--- config.mk ---
export PLATFORM = sky130hd
export DESIGN_NAME = bprps_seq
export DESIGN_NICKNAME = d
export VERILOG_FILES = /design/src/core/bprps_seq.v /design/src/core/bprps_sync2.v
export VERILOG_INCLUDE_DIRS = /design/src /design/src/core
export SDC_FILE = /design/constraint.sdc
export NUM_CORES = 1
export LEC_CHECK = 0
export ABC_CLOCK_PERIOD_IN_PS = 4550
export BUFFER_PORTS_ARGS = -buffer_cell sky130_fd_sc_hd__clkbuf_2
export CAP_MARGIN = 20
export CORE_MARGIN = 10
export CORE_UTILIZATION = 65
export DETAILED_ROUTE_END_ITERATION = 6
export GPL_TIMING_DRIVEN = 1
export PLACE_DENSITY = 0.84
export SLEW_MARGIN = 25
export SYNTH_ARGS = -nofsm -noshare
export SYNTH_HDL_FRONTEND = slang
export SYNTH_SLANG_ARGS = --single-unit
--- constraint.sdc ---
create_clock -name clk -period 4.55 [get_ports clk]
set_input_delay 1.1375 -clock clk [delete_from_list [all_inputs] [get_ports clk]]
set_output_delay 1.1375 -clock clk [all_outputs]
set_load 0.02 [all_outputs]
--- src/core/bprps_regs.vh ---
// Purpose: Constants for the backplane reset and power sequencer.
// Assumes: Local clock of 200 MHz; all times derive from it.
// Notes: Holds definitions only.
`ifndef BPRPS_REGS_VH
`define BPRPS_REGS_VH
`define BPRPS_CLK_MHZ 200
`define BPRPS_SYSCLK_MHZ 16
`define BPRPS_SCLK_STEP (2 * `BPRPS_SYSCLK_MHZ)
`define BPRPS_SCLK_MOD `BPRPS_CLK_MHZ
`define BPRPS_SYNC_LAT 3
`define BPRPS_T_RST_MIN_MS 200
`define BPRPS_RST_MIN_CYC (`BPRPS_T_RST_MIN_MS * 1000 * `BPRPS_CLK_MHZ)
`define BPRPS_T_NOSTART_US 5
`define BPRPS_T_MREL_US 20
`define BPRPS_T_SREL_US 30
`define BPRPS_NOSTART_CYC (`BPRPS_T_NOSTART_US * `BPRPS_CLK_MHZ - `BPRPS_SYNC_LAT)
`define BPRPS_MREL_CYC (`BPRPS_T_MREL_US * `BPRPS_CLK_MHZ - `BPRPS_SYNC_LAT)
`define BPRPS_SREL_CYC (`BPRPS_T_SREL_US * `BPRPS_CLK_MHZ - `BPRPS_SYNC_LAT)
`define BPRPS_T_ACF_US 200
`define BPRPS_ACF_CYC (`BPRPS_T_ACF_US * `BPRPS_CLK_MHZ)
`define BPRPS_T_SYSFAIL_MS 50
`define BPRPS_T_DEB_MS 10
`define BPRPS_DEB_CYC (`BPRPS_T_DEB_MS * 1000 * `BPRPS_CLK_MHZ)
`define BPRPS_ST_IDLE 3'h1
`define BPRPS_ST_HOLD 3'h2
`define BPRPS_ST_EXT 3'h4
`endif

--- src/core/bprps_seq.v ---
// Purpose: Utility-bus sequencer: system clock, reset line, power warning.
// Assumes: Backplane lines arrive active low and asynchronous.
// Notes: Open-collector lines are value plus enable; value is always low.
`timescale 1ns/1ps
`include "bprps_regs.vh"
module bprps_seq #(
    parameter HAS_MONITOR = 1,
    parameter HAS_SYSFAIL_BIT = 1,
    parameter [25:0] RST_MIN_CYC = `BPRPS_RST_MIN_CYC,
    parameter [12:0] SREL_CYC = `BPRPS_SREL_CYC,
    parameter [15:0] ACF_CYC = `BPRPS_ACF_CYC,
    parameter [21:0] DEB_CYC = `BPRPS_DEB_CYC
)
(
    input wire clk,
    input wire rst_b,
    input wire sysreset_b_in,
    input wire acfail_b_in,
    input wire button_b,
    input wire pwr_ok,
    input wire pwr_fail,
    input wire init_busy,
    input wire strobe_active,
    input wire strobe_min_done,
    input wire selftest_pass,
    output reg sysclk_out,
    output reg sysreset_b_out,
    output reg sysreset_oe,
    output reg acfail_b_out,
    output reg acfail_oe,
    output reg sysfail_b_out,
    output reg sysfail_oe,
    output reg strobe_start_inhibit,
    output reg master_release,
    output reg slave_release,
    output reg arb_grant_inhibit,
    output reg arb_release,
    output reg drv_freeze,
    output reg strobe_keep,
    output reg nonpf_stop,
    output reg reset_seen
);

localparam [7:0] SCLK_STEP = `BPRPS_SCLK_STEP;
localparam [7:0] SCLK_MOD = `BPRPS_SCLK_MOD;
localparam [12:0] NOSTART_CYC = `BPRPS_NOSTART_CYC;
localparam [12:0] MREL_CYC = `BPRPS_MREL_CYC;
localparam [2:0] ST_IDLE = `BPRPS_ST_IDLE;
localparam [2:0] ST_HOLD = `BPRPS_ST_HOLD;
localparam [2:0] ST_EXT = `BPRPS_ST_EXT;

// ----------------------------------------
// Input synchronizers
// ----------------------------------------
wire [4:0] sync_q;
wire rst_line_low;
wire acf_line_low;
wire btn_s;
wire pwr_ok_s;
wire pwr_fail_s;

bprps_sync2 #(
    .W(5),
    .INIT(5'h01)
)
u_sync (
    .clk(clk),
    .rst_b(rst_b),
    .d({pwr_fail, pwr_ok, ~button_b, ~acfail_b_in, ~sysreset_b_in}),
    .q(sync_q)
);

assign rst_line_low = sync_q[0];
assign acf_line_low = sync_q[1];
assign btn_s = sync_q[2];
assign pwr_ok_s = sync_q[3];
assign pwr_fail_s = sync_q[4];

// ----------------------------------------
// System clock generator
// ----------------------------------------
// 200/16 is not whole, so a phase accumulator spreads the half periods
// as 6,6,6,7 cycles; the jitter is fine since no phase is promised.
reg [7:0] sclk_acc;
wire [8:0] sclk_sum;

assign sclk_sum = {1'b0, sclk_acc} + {1'b0, SCLK_STEP};

always @(posedge clk or negedge rst_b)
begin
    if (!rst_b)
    begin
        sclk_acc <= 8'h00;
        sysclk_out <= 1'b0;
    end
    else
    begin
        // Runs regardless of the reset line
        if (sclk_sum >= {1'b0, SCLK_MOD})
        begin
            sclk_acc <= sclk_sum[7:0] - SCLK_MOD;
            sysclk_out <= ~sysclk_out;
        end
        else
        begin
            sclk_acc <= sclk_sum[7:0];
        end
    end
end

// ----------------------------------------
// Push-button debounce
// ----------------------------------------
reg btn_stable;
reg btn_stable_d;
reg [21:0] deb_cnt;
wire btn_press;

always @(posedge clk or negedge rst_b)
begin
    if (!rst_b)
    begin
        btn_stable <= 1'b0;
        btn_stable_d <= 1'b0;
        deb_cnt <= 22'h000000;
    end
    else
    begin
        btn_stable_d <= btn_stable;
        if (btn_s == btn_stable)
        begin
            deb_cnt <= 22'h000000;
        end
        else if (deb_cnt >= DEB_CYC - 22'h000001)
        begin
            btn_stable <= btn_s;
            deb_cnt <= 22'h000000;
        end
        else
        begin
            deb_cnt <= deb_cnt + 22'h000001;
        end
    end
end

assign btn_press = btn_stable & ~btn_stable_d;

// ----------------------------------------
// Edge detection on synchronized levels
// ----------------------------------------
reg rst_line_d;
reg pwr_ok_d;
wire rst_fell;
wire pwr_return;

always @(posedge clk or negedge rst_b)
begin
    if (!rst_b)
    begin
        // Matches the synchronizer's reset level, so no false fall follows reset
        rst_line_d <= 1'b1;
        pwr_ok_d <= 1'b0;
    end
    else
    begin
        rst_line_d <= rst_line_low;
        pwr_ok_d <= pwr_ok_s;
    end
end

assign rst_fell = rst_line_low & ~rst_line_d;
assign pwr_return = pwr_ok_s & ~pwr_ok_d;

// ----------------------------------------
// Reset line driver
// ----------------------------------------
// Triggers arriving while already driving are ignored, so a bouncing
// button or a second event can never cut the pulse short.
reg [2:0] rst_state;
reg [2:0] next_rst_state;
reg [25:0] rst_cnt;
wire rst_req;
wire hold_done;

assign rst_req = btn_press | ((HAS_MONITOR != 0) & pwr_return) | (rst_fell & init_busy);
assign hold_done = (rst_cnt >= RST_MIN_CYC - 26'h0000001);

always @*
begin
    next_rst_state = rst_state;
    case (rst_state)
        ST_IDLE:
        begin
            if (rst_req)
            begin
                next_rst_state = ST_HOLD;
            end
        end
        ST_HOLD:
        begin
            if (hold_done)
            begin
                next_rst_state = init_busy ? ST_EXT : ST_IDLE;
            end
        end
        ST_EXT:
        begin
            if (!init_busy)
            begin
                next_rst_state = ST_IDLE;
            end
        end
        default:
        begin
            next_rst_state = ST_IDLE;
        end
    endcase
end

always @(posedge clk or negedge rst_b)
begin
    if (!rst_b)
    begin
        rst_state <= ST_IDLE;
        rst_cnt <= 26'h0000000;
        sysreset_b_out <= 1'b0;
        sysreset_oe <= 1'b0;
    end
    else
    begin
        rst_state <= next_rst_state;
        sysreset_b_out <= 1'b0;
        sysreset_oe <= (next_rst_state != ST_IDLE);
        if (rst_state == ST_HOLD)
        begin
            rst_cnt <= rst_cnt + 26'h0000001;
        end
        else
        begin
            rst_cnt <= 26'h0000000;
        end
    end
end

// ----------------------------------------
// Power-fail warning and request limits
// ----------------------------------------
reg [15:0] acf_cnt;

always @(posedge clk or negedge rst_b)
begin
    if (!rst_b)
    begin
        acf_cnt <= 16'h0000;
        acfail_b_out <= 1'b0;
        acfail_oe <= 1'b0;
        nonpf_stop <= 1'b0;
    end
    else
    begin
        acfail_b_out <= 1'b0;
        acfail_oe <= (HAS_MONITOR != 0) & pwr_fail_s;
        if (!acf_line_low)
        begin
            acf_cnt <= 16'h0000;
            nonpf_stop <= 1'b0;
        end
        else if (acf_cnt >= ACF_CYC - 16'h0001)
        begin
            nonpf_stop <= 1'b1;
        end
        else
        begin
            acf_cnt <= acf_cnt + 16'h0001;
        end
    end
end

// ----------------------------------------
// Driver release sequencing
// ----------------------------------------
// Counting starts at the later of reset falling and power in range, and
// a power loss restarts it, which covers both power-up orders.
reg [12:0] rel_cnt;
wire rel_run;

assign rel_run = rst_line_low & pwr_ok_s;

always @(posedge clk or negedge rst_b)
begin
    if (!rst_b)
    begin
        rel_cnt <= 13'h0000;
        strobe_start_inhibit <= 1'b0;
        master_release <= 1'b0;
        slave_release <= 1'b0;
        arb_grant_inhibit <= 1'b0;
        arb_release <= 1'b0;
        drv_freeze <= 1'b0;
        reset_seen <= 1'b0;
    end
    else
    begin
        reset_seen <= rst_line_low;
        if (!rel_run)
        begin
            rel_cnt <= 13'h0000;
            strobe_start_inhibit <= 1'b0;
            master_release <= 1'b0;
            slave_release <= 1'b0;
            arb_grant_inhibit <= 1'b0;
            arb_release <= 1'b0;
            drv_freeze <= 1'b0;
        end
        else
        begin
            if (rel_cnt < SREL_CYC)
            begin
                rel_cnt <= rel_cnt + 13'h0001;
            end
            if (rel_cnt >= NOSTART_CYC - 13'h0001)
            begin
                strobe_start_inhibit <= 1'b1;
                arb_grant_inhibit <= 1'b1;
            end
            if (rel_cnt >= MREL_CYC - 13'h0001)
            begin
                master_release <= 1'b1;
            end
            if (rel_cnt >= SREL_CYC - 13'h0001)
            begin
                slave_release <= 1'b1;
                arb_release <= 1'b1;
                drv_freeze <= 1'b1;
            end
        end
    end
end

// ----------------------------------------
// Strobe keep and system-fail driver
// ----------------------------------------
reg sysfail_bit;

always @(posedge clk or negedge rst_b)
begin
    if (!rst_b)
    begin
        strobe_keep <= 1'b0;
        sysfail_bit <= 1'b1;
        sysfail_b_out <= 1'b0;
        sysfail_oe <= 1'b0;
    end
    else
    begin
        sysfail_b_out <= 1'b0;
        if (rst_fell & pwr_ok_s & strobe_active)
        begin
            strobe_keep <= 1'b1;
        end
        else if (strobe_min_done)
        begin
            strobe_keep <= 1'b0;
        end
        // Set on reset fall wins over a self-test pass in the same cycle
        if (rst_fell)
        begin
            sysfail_bit <= 1'b1;
        end
        else if (selftest_pass)
        begin
            sysfail_bit <= 1'b0;
        end
        sysfail_oe <= (HAS_SYSFAIL_BIT != 0) & (sysfail_bit | rst_fell);
    end
end

endmodule

--- src/core/bprps_sync2.v ---
// Purpose: Two-flop synchronizer for a group of asynchronous levels.
// Assumes: Each bit is an independent level; no bus coherency.
// Notes: First stage feeds only the second stage.
`timescale 1ns/1ps
module bprps_sync2 #(
    parameter W = 1,
    parameter [W-1:0] INIT = {W{1'b0}}
)
(
    input wire clk,
    input wire rst_b,
    input wire [W-1:0] d,
    output reg [W-1:0] q
);
reg [W-1:0] meta;
always @(posedge clk or negedge rst_b)
begin
    if (!rst_b)
    begin
        meta <= INIT;
        q <= INIT;
    end
    else
    begin
        meta <= d;
        q <= meta;
    end
end
endmodule

==> results by group, run 1 <==
Status
  – Status: completed

Synth
  – Yosys top cell area share: 0.482
  – Ys flop type: dfrtp_1
  – Largest cells by area after synthesis: dfrtp_1, xor2_1, nor2_1
  – Post-synthesis instance total: 540
  – Synthesized flop and latch total: 110
  – Syn avg cell area: 10.1 sq um
  – Seq/Total Area, Yosys: 0.506
  – Post-synth EDFFs: 0
  – Synth Cell Area: 5450 sq um
  – Yosys warning total: 0
  – Async SR Flop Fraction: 1.00
  – Distinct cells, synth: 63
  – Post-synth top area cell: dfrtp_1

Layout
  – Share of cells above drive strength 1: 0.116
  – Util after Layout: 0.710
  – Area Growth Syn to Fin: 6.52%
  – ANT cells: 0
  – Layout Nets: 584
  – FILL cells: 617

Timing
  – Fin. max-slew vios: 0
  – Setup WS post-layout: 2.45 ns
  – Fmax: 0.475 GHz
  – Final setup vio count: 0
  – Final hold violation count: 0
  – Actual slew at the worst max-slew pin: 0.904 ns
  – RSZ-0062 raised after global routing: false
  – Final period utilization: 0.463
  – Final Skew: 0.0151 ns
  – Setup TNS Final: 0 ns
  – Post-layout min period: 2.10 ns
  – Relative slew slack: 0.397

CTS
  – Worst-case clock buffer depth: 2
  – Number of buffers created by CTS: 9
  – Root buffer cell: clkbuf_8
  – CTS sink count: 110
  – Setup repair bufs after CTS: 0
  – Insertion delay to the later sink of the worst-skew pair: 0.38 ns
  – CTS tree: built
  – Clk slew on worst S/H paths: 0.10 ns
  – CTS resizes: 0
  – CTS H-tree depth: 3
  – Hold-fix buffers, CTS: 0

Setup path
  – Crit path buf inv count: 1
  – Largest fanout on the critical path: 4
  – Max incr delay on CP: 0.40 ns
  – Crit path depth: 1
  – RR Endpoint: deb_cnt[17]
  – Critical Path AT: 0.97 ns
  – CP startpoint: drv_freeze
  – Worst setup path end: slave_release
  – Crit-path slowest cell: dfrtp_1
  – R2r startpoint: deb_cnt[7]
  – Required @ worst endpoint: 3.41 ns
  – Reg-to-reg setup timing slack: 2.56 ns
  – Crit. End Element: primary output
  – CP startpoint kind: flop
  – Worst path top cell family by delay: flip-flops
  – Worst setup path class: flop to primary output
  – CP Cell Sequence: clkbuf_2
  – R2R cell count: 5

Routing
  – Via count: 3866
  – Initial DRC count: 234
  – Vias/cell: 5.74
  – WL final: 9800 um
  – Drt drc: 0
  – DRT antenna net count: 0
  – DR WL/cell: 14.6 um
  – DR pass1 iterations: 4

Global routing
  – Vias in the first global route: 3878
  – GRT Total Usage: 0.163
  – Initial antenna violation count: 0
  – Final global-route overflow total: 0
  – First-pass GRT wire length: 17500 um
  – Largest net degree at the start of global routing: 76

Power and ir drop
  – Leak: 2.54 nW
  – Pwr dens: 295 nW/um^2
  – Worst VDD drop: 0.191 mV

Worst hold path
  – HP Class: flop to flop
  – Hold depth: 0

Floorplanning
  – Die boundary width: 112 um
  – Die ar.: 12400 sq um
  – DIE HEIGHT: 112 um
  – Initial core utilization: 0.667
  – I/O Pins: 27
  – Core Box Area: 8180 sq um
  – FP Rows: 33

Placed design
  – DP Wirelength: 6830 um
  – Pre-CTS setup slack: 2.34 ns
  – I/O Buffers: 23
  – Gpl congestion: 0.844

Flow run
  – Max-cap viol count: 0
-- synthesized netlist by cell type (3+ instances only) --
cell type,count
dfrtp_1,105
nor2_1,70
xor2_1,37
nand2_1,36
nand3_1,31
xnor2_1,30
inv_1,25
nor3_1,24
a21oi_1,18
and2_1,15
o21ai_0,14
nand4_1,13
and3_1,10
ha_1,10
buf_4,6
clkbuf_1,6
nand2b_1,6
nor4_1,6
dfstp_2,5
mux2i_1,5
o31ai_1,4
or2_2,4
or3_1,4
and4_1,3
buf_6,3
nor3b_1,3
nor4_4,3
nor4b_2,3
-- report_power, final --
part	switching [W]	internal (W)
Combinational	0.0000836	0.0000391
Sequential	0.0000271	0.00101
Clock	0.000339	0.000209
Total	0.000450	0.00126
-- state kept, by name (all words and copies together), names as in the netlist, 3 cells and up --
signal / count
sclk_acc: 5
deb_cnt: 22
acf_cnt: 16
rel_cnt: 13
u_sync.q: 5
rst_state: 3
rst_cnt: 26
u_sync.meta: 5
-- cells in the final DEF, fill, tap and decap left out, drive strengths merged, types with 18 or more instances in the layout --
| cell type | synthesis | routed |
|---|---|---|
| inv | 25 | 29 |
| nand2 | 36 | 36 |
| xor2 | 37 | 37 |
| clkbuf | 6 | 32 |
| nand3 | 31 | 31 |
| dfrtp | 105 | 105 |
| xnor2 | 30 | 30 |
| nor2 | 70 | 70 |
| nor3 | 25 | 25 |
| a21oi | 18 | 18 |
-- per-layer routing --
layer / up-vias / global-route usage / part of all wire
met5: - / 0 / 0
met4: 0 / 0.0514 / 0.012
met3: 11 / 0.0333 / 0.032
met2: 61 / 0.280 / 0.50
met1: 1900 / 0.200 / 0.45
li1: 1894 / - / -
-- worst min-delay path by stage --
stage	start	to	slack, ns
after floorplan	u_sync.q[4]	acfail_oe	0.33
after global placement	u_sync.meta[2]	u_sync.q[2]	0.33
after detailed placement	u_sync.meta[2]	u_sync.q[2]	0.34
after CTS	u_sync.meta[0]	u_sync.q[0]	0.36
after global routing	u_sync.meta[0]	u_sync.q[0]	0.37
final	u_sync.meta[4]	u_sync.q[4]	0.36
-- stage by stage --
stage / area [sq um] / hold WS, ns / total power [W] / instances
2_1_floorplan: 5460 / 0.331 / 0.00114 / 543
3_3_place_gp: 5630 / 0.331 / 0.00117 / 657
3_5_place_dp: 5630 / 0.338 / 0.00118 / 657
4_1_cts: 5800 / 0.362 / 0.00173 / 673
5_1_grt: 5800 / 0.365 / 0.00178 / 673
6_report: 5800 / 0.358 / 0.00171 / 673
-- final cells by class --
type                       instances  area (sq um)  area share
multi-input combinational        391          2500       0.431
sequential                       110          2760       0.475
inverter                          25          93.8      0.0162
clock buffer                      10           128      0.0220
clock inverter                     6          51.3     0.00884
timing repair buffer              26           140      0.0241
tap                              105           131      0.0226
-- cells by family (layout without fill, tap and decap cells) --
group,count (synthesis),in the layout,share of synthesized area
AND/OR/NAND/NOR,245,245,0.245
AO/OA/AOI/OAI,59,59,0.0689
multiplexers,6,6,0.0113
other,1,4,0.000688
buffers and inverters,42,67,0.0377
adder cells (fa/ha/maj),10,10,0.0230
XOR/XNOR,67,67,0.108
flip-flops,110,110,0.506
(Power assumes the default switching activity.)
==> inputs of run 2 (changes only) <==
--- a/config.mk
+++ b/config.mk
@@ -6,14 +6,14 @@
 export SDC_FILE = /design/constraint.sdc
 export NUM_CORES = 1
 export LEC_CHECK = 0
-export ABC_CLOCK_PERIOD_IN_PS = 4550
+export ABC_CLOCK_PERIOD_IN_PS = 1900
 export BUFFER_PORTS_ARGS = -buffer_cell sky130_fd_sc_hd__clkbuf_2
 export CAP_MARGIN = 20
 export CORE_MARGIN = 10
-export CORE_UTILIZATION = 65
+export CORE_UTILIZATION = 55
 export DETAILED_ROUTE_END_ITERATION = 6
 export GPL_TIMING_DRIVEN = 1
-export PLACE_DENSITY = 0.84
+export PLACE_DENSITY = 0.76
 export SLEW_MARGIN = 25
 export SYNTH_ARGS = -nofsm -noshare
 export SYNTH_HDL_FRONTEND = slang
==> constraint.sdc (replaced) <==
create_clock -name clk -period 1.9 [get_ports clk]
set_input_delay 0.475 -clock clk [delete_from_list [all_inputs] [get_ports clk]]
set_output_delay 0.475 -clock clk [all_outputs]
set_load 0.02 [all_outputs]
==> run 2 against run 1 <==
  * Global-route usage down 1.5 points
  * Core utilization shrank 8.5 points
  * Register-to-register slack worse by 2.4 ns
  * Highest routed layer unchanged
  * Count of clock-buffer cells in the layout grew 1
  * Final cell count up 5.8%
  * Largest cell class unchanged
==> results by group, run 2 (synthesis results as in run 1) <==
Global routing
  – Largest net degree at the start of global routing: 41 (was 76)
  – First-pass GRT wire length: 17900 um (was 17500 um)
  – Initial antenna violation count: 0 (unchanged)
  – Vias in the first global route: 3929 (was 3878)
  – Final global-route overflow total: 0 (unchanged)
  – GRT Total Usage: 0.147 (was 0.163)

Setup path
  – CP startpoint kind: flop (unchanged)
  – Largest fanout on the critical path: 4 (unchanged)
  – Worst setup path class: flop to flop (was flop to primary output)
  – Required @ worst endpoint: 2.22 ns (was 3.41 ns)
  – Critical Path AT: 2.09 ns (was 0.97 ns)
  – CP Cell Sequence: ha_1 > nand4_1 > nor2_1 > or4_2 > a21oi_4 > o32a_1 (was clkbuf_2)
  – Crit-path slowest cell: or4_2 (was dfrtp_1)
  – Crit path buf inv count: 0 (was 1)
  – Crit. End Element: flop (was primary output)
  – Worst path top cell family by delay: simple AND/OR/NAND/NOR gates (was flip-flops)
  – Max incr delay on CP: 0.57 ns (was 0.40 ns)

Layout
  – Post-Layout Cell Count: 712 (was 673)
  – Area Growth Syn to Fin: 11.5% (was 6.52%)
  – Regs by FF count: rst_cnt x26, deb_cnt x22, acf_cnt x16 (unchanged)
  – ANT cells: 0 (unchanged)
  – Number of flip-flops in the largest register: 26 (unchanged)
  – Largest Register: rst_cnt (unchanged)
  – Commonest non-fill, non-tap cell in the layout: dfrtp_1 (unchanged)
  – Most frequent cells in the layout: dfrtp_1, nor2_1, xor2_1, nand2_1, nand3_1 (unchanged)
  – Layout Nets: 595 (was 584)
  – Share of cells above drive strength 1: 0.145 (was 0.116)

Routing
  – Vias/cell: 5.41 (was 5.74)
  – DR WL/cell: 13.7 um (was 14.6 um)
  – Drt drc: 0 (unchanged)
  – Via count: 3854 (was 3866)
  – DRT antenna net count: 0 (unchanged)
  – WL final: 9760 um (was 9800 um)
  – Initial DRC count: 195 (was 234)
  – DR pass1 iterations: 4 (unchanged)

Floorplanning
  – Initial core utilization: 0.560 (was 0.667)
  – I/O Pins: 27 (unchanged)
  – FP Rows: 36 (was 33)
  – Core Box Area: 9730 sq um (was 8180 sq um)
  – Die boundary width: 120 um (was 112 um)
  – Die ar.: 14300 sq um (was 12400 sq um)
  – DIE HEIGHT: 120 um (was 112 um)

Timing
  – Post-layout min period: 1.77 ns
  – Final Skew: 0.00968 ns (was 0.0151 ns)
  – Final setup vio count: 0 (unchanged)
  – Final period utilization: 0.934
  – Setup TNS Final: 0 ns (unchanged)
  – Actual slew at the worst max-slew pin: 0.537 ns (was 0.904 ns)
  – RSZ-0062 raised after global routing: false (unchanged)
  – Fmax: 0.564 GHz
  – Fin. max-slew vios: 0 (unchanged)
  – Relative slew slack: 0.639 (was 0.397)
  – Final hold violation count: 0 (unchanged)

Power and ir drop
  – Overall Power: 0.00444 W (was 0.00171 W)
  – Worst VDD drop: 0.504 mV (was 0.191 mV)
  – Pwr dens: 731 nW/um^2 (was 295 nW/um^2)
  – Leak: 2.66 nW (was 2.54 nW)

CTS
  – Clk slew on worst S/H paths: 0.10 ns (about the same)
  – CTS sink count: 110 (unchanged)
  – CTS tree: built (unchanged)
  – Number of buffers created by CTS: 9 (unchanged)
  – Worst-case clock buffer depth: 2 (unchanged)
  – Insertion delay to the later sink of the worst-skew pair: 0.38 ns (about the same)
  – CTS H-tree depth: 3 (unchanged)
  – Root buffer cell: clkbuf_8 (unchanged)

Placed design
  – # placed instances: 695 (was 657)
  – DP Wirelength: 6990 um (was 6830 um)
  – I/O Buffers: 23 (unchanged)
  – Gpl congestion: 0.856 (was 0.844)

Flow run
  – Max-cap viol count: 0 (unchanged)

Worst hold path
  – HP Class: input pin to flop (was flop to flop)

Status
  – Status: completed (unchanged)
-- run 2: changes by cell type in the layout (fill, tap and decap cells not counted), sizes merged --
cell / delta
buf: +10
bufinv: +3
clkbuf: +1
clkinv: -1
dlygate4sd3: +1
inv: -3
-- run 2: stage by stage --
step	hold WS [ns]	cell area (sq um)	utilization	setup slack, ns
final	0.194	6080	0.624	0.125
after global routing	0.164	6080	0.624	0.00348
after CTS	0.165	6010	0.618	0.00827
after detailed placement	0.336	5760	0.592	0.0345
after global placement	0.332	5760	0.592	0.0722
after floorplan	0.179	5460	-	0.104
-- run 2: area by class of cell --
type                    instances  area [sq um]
well taps                     133           166
repair buffers                 37           250
multi-input cells             391          2570
inverters                      25          93.8
fillers                       813          3650
clock inverters                 5           108
flip-flops and latches        110          2760
clock buffers                  11           131
-- run 2: worst reg2reg max path, cell delays in order, from the launching register on --
cell	delay, ns
dfrtp_1	0.42
ha_1	0.22
nand4_1	0.11
nor2_1	0.06
or4_2	0.57
a21oi_4	0.18
o32a_1	0.15
-- run 2: where the power goes --
group	internal, W	switching (W)
Combinational	0.000106	0.000201
Sequential	0.00242	0.0000555
Clock	0.000884	0.000771
-- run 2: repair_timing --
item                                    in CTS  in global routing
setup buffers                                0                  0
hold buffers                                 1                  0
gates resized for setup                      0                 14
hold endpoints to repair                    14                  0
endpoints found under the setup margin       0                 41
-- run 2: final timing paths --
check                      slack, ns        endpoint  cells after the start            from
hold reg to reg                 0.36     u_sync.q[1]                      0  u_sync.meta[1]
hold / removal                  0.19  u_sync.meta[0]                      2   sysreset_b_in
setup / recovery                0.13     sysreset_oe                      6      rst_cnt[0]
min in group asynchronous       0.54     acf_cnt[10]                      2           rst_b
max in group asynchronous       0.75  u_sync.meta[0]                      3           rst_b
setup reg to reg                0.13     sysreset_oe                      6      rst_cnt[0]
-- run 2: per-layer routing --
metal	wire length, um	share of wire	GRT usage	vias to the layer above
li1	-	-	-	1917
met1	4480	0.46	0.184	1864
met2	4760	0.49	0.239	60
met3	359	0.037	0.0478	13
met4	154	0.016	0.0445	0
met5	0	0	0	-
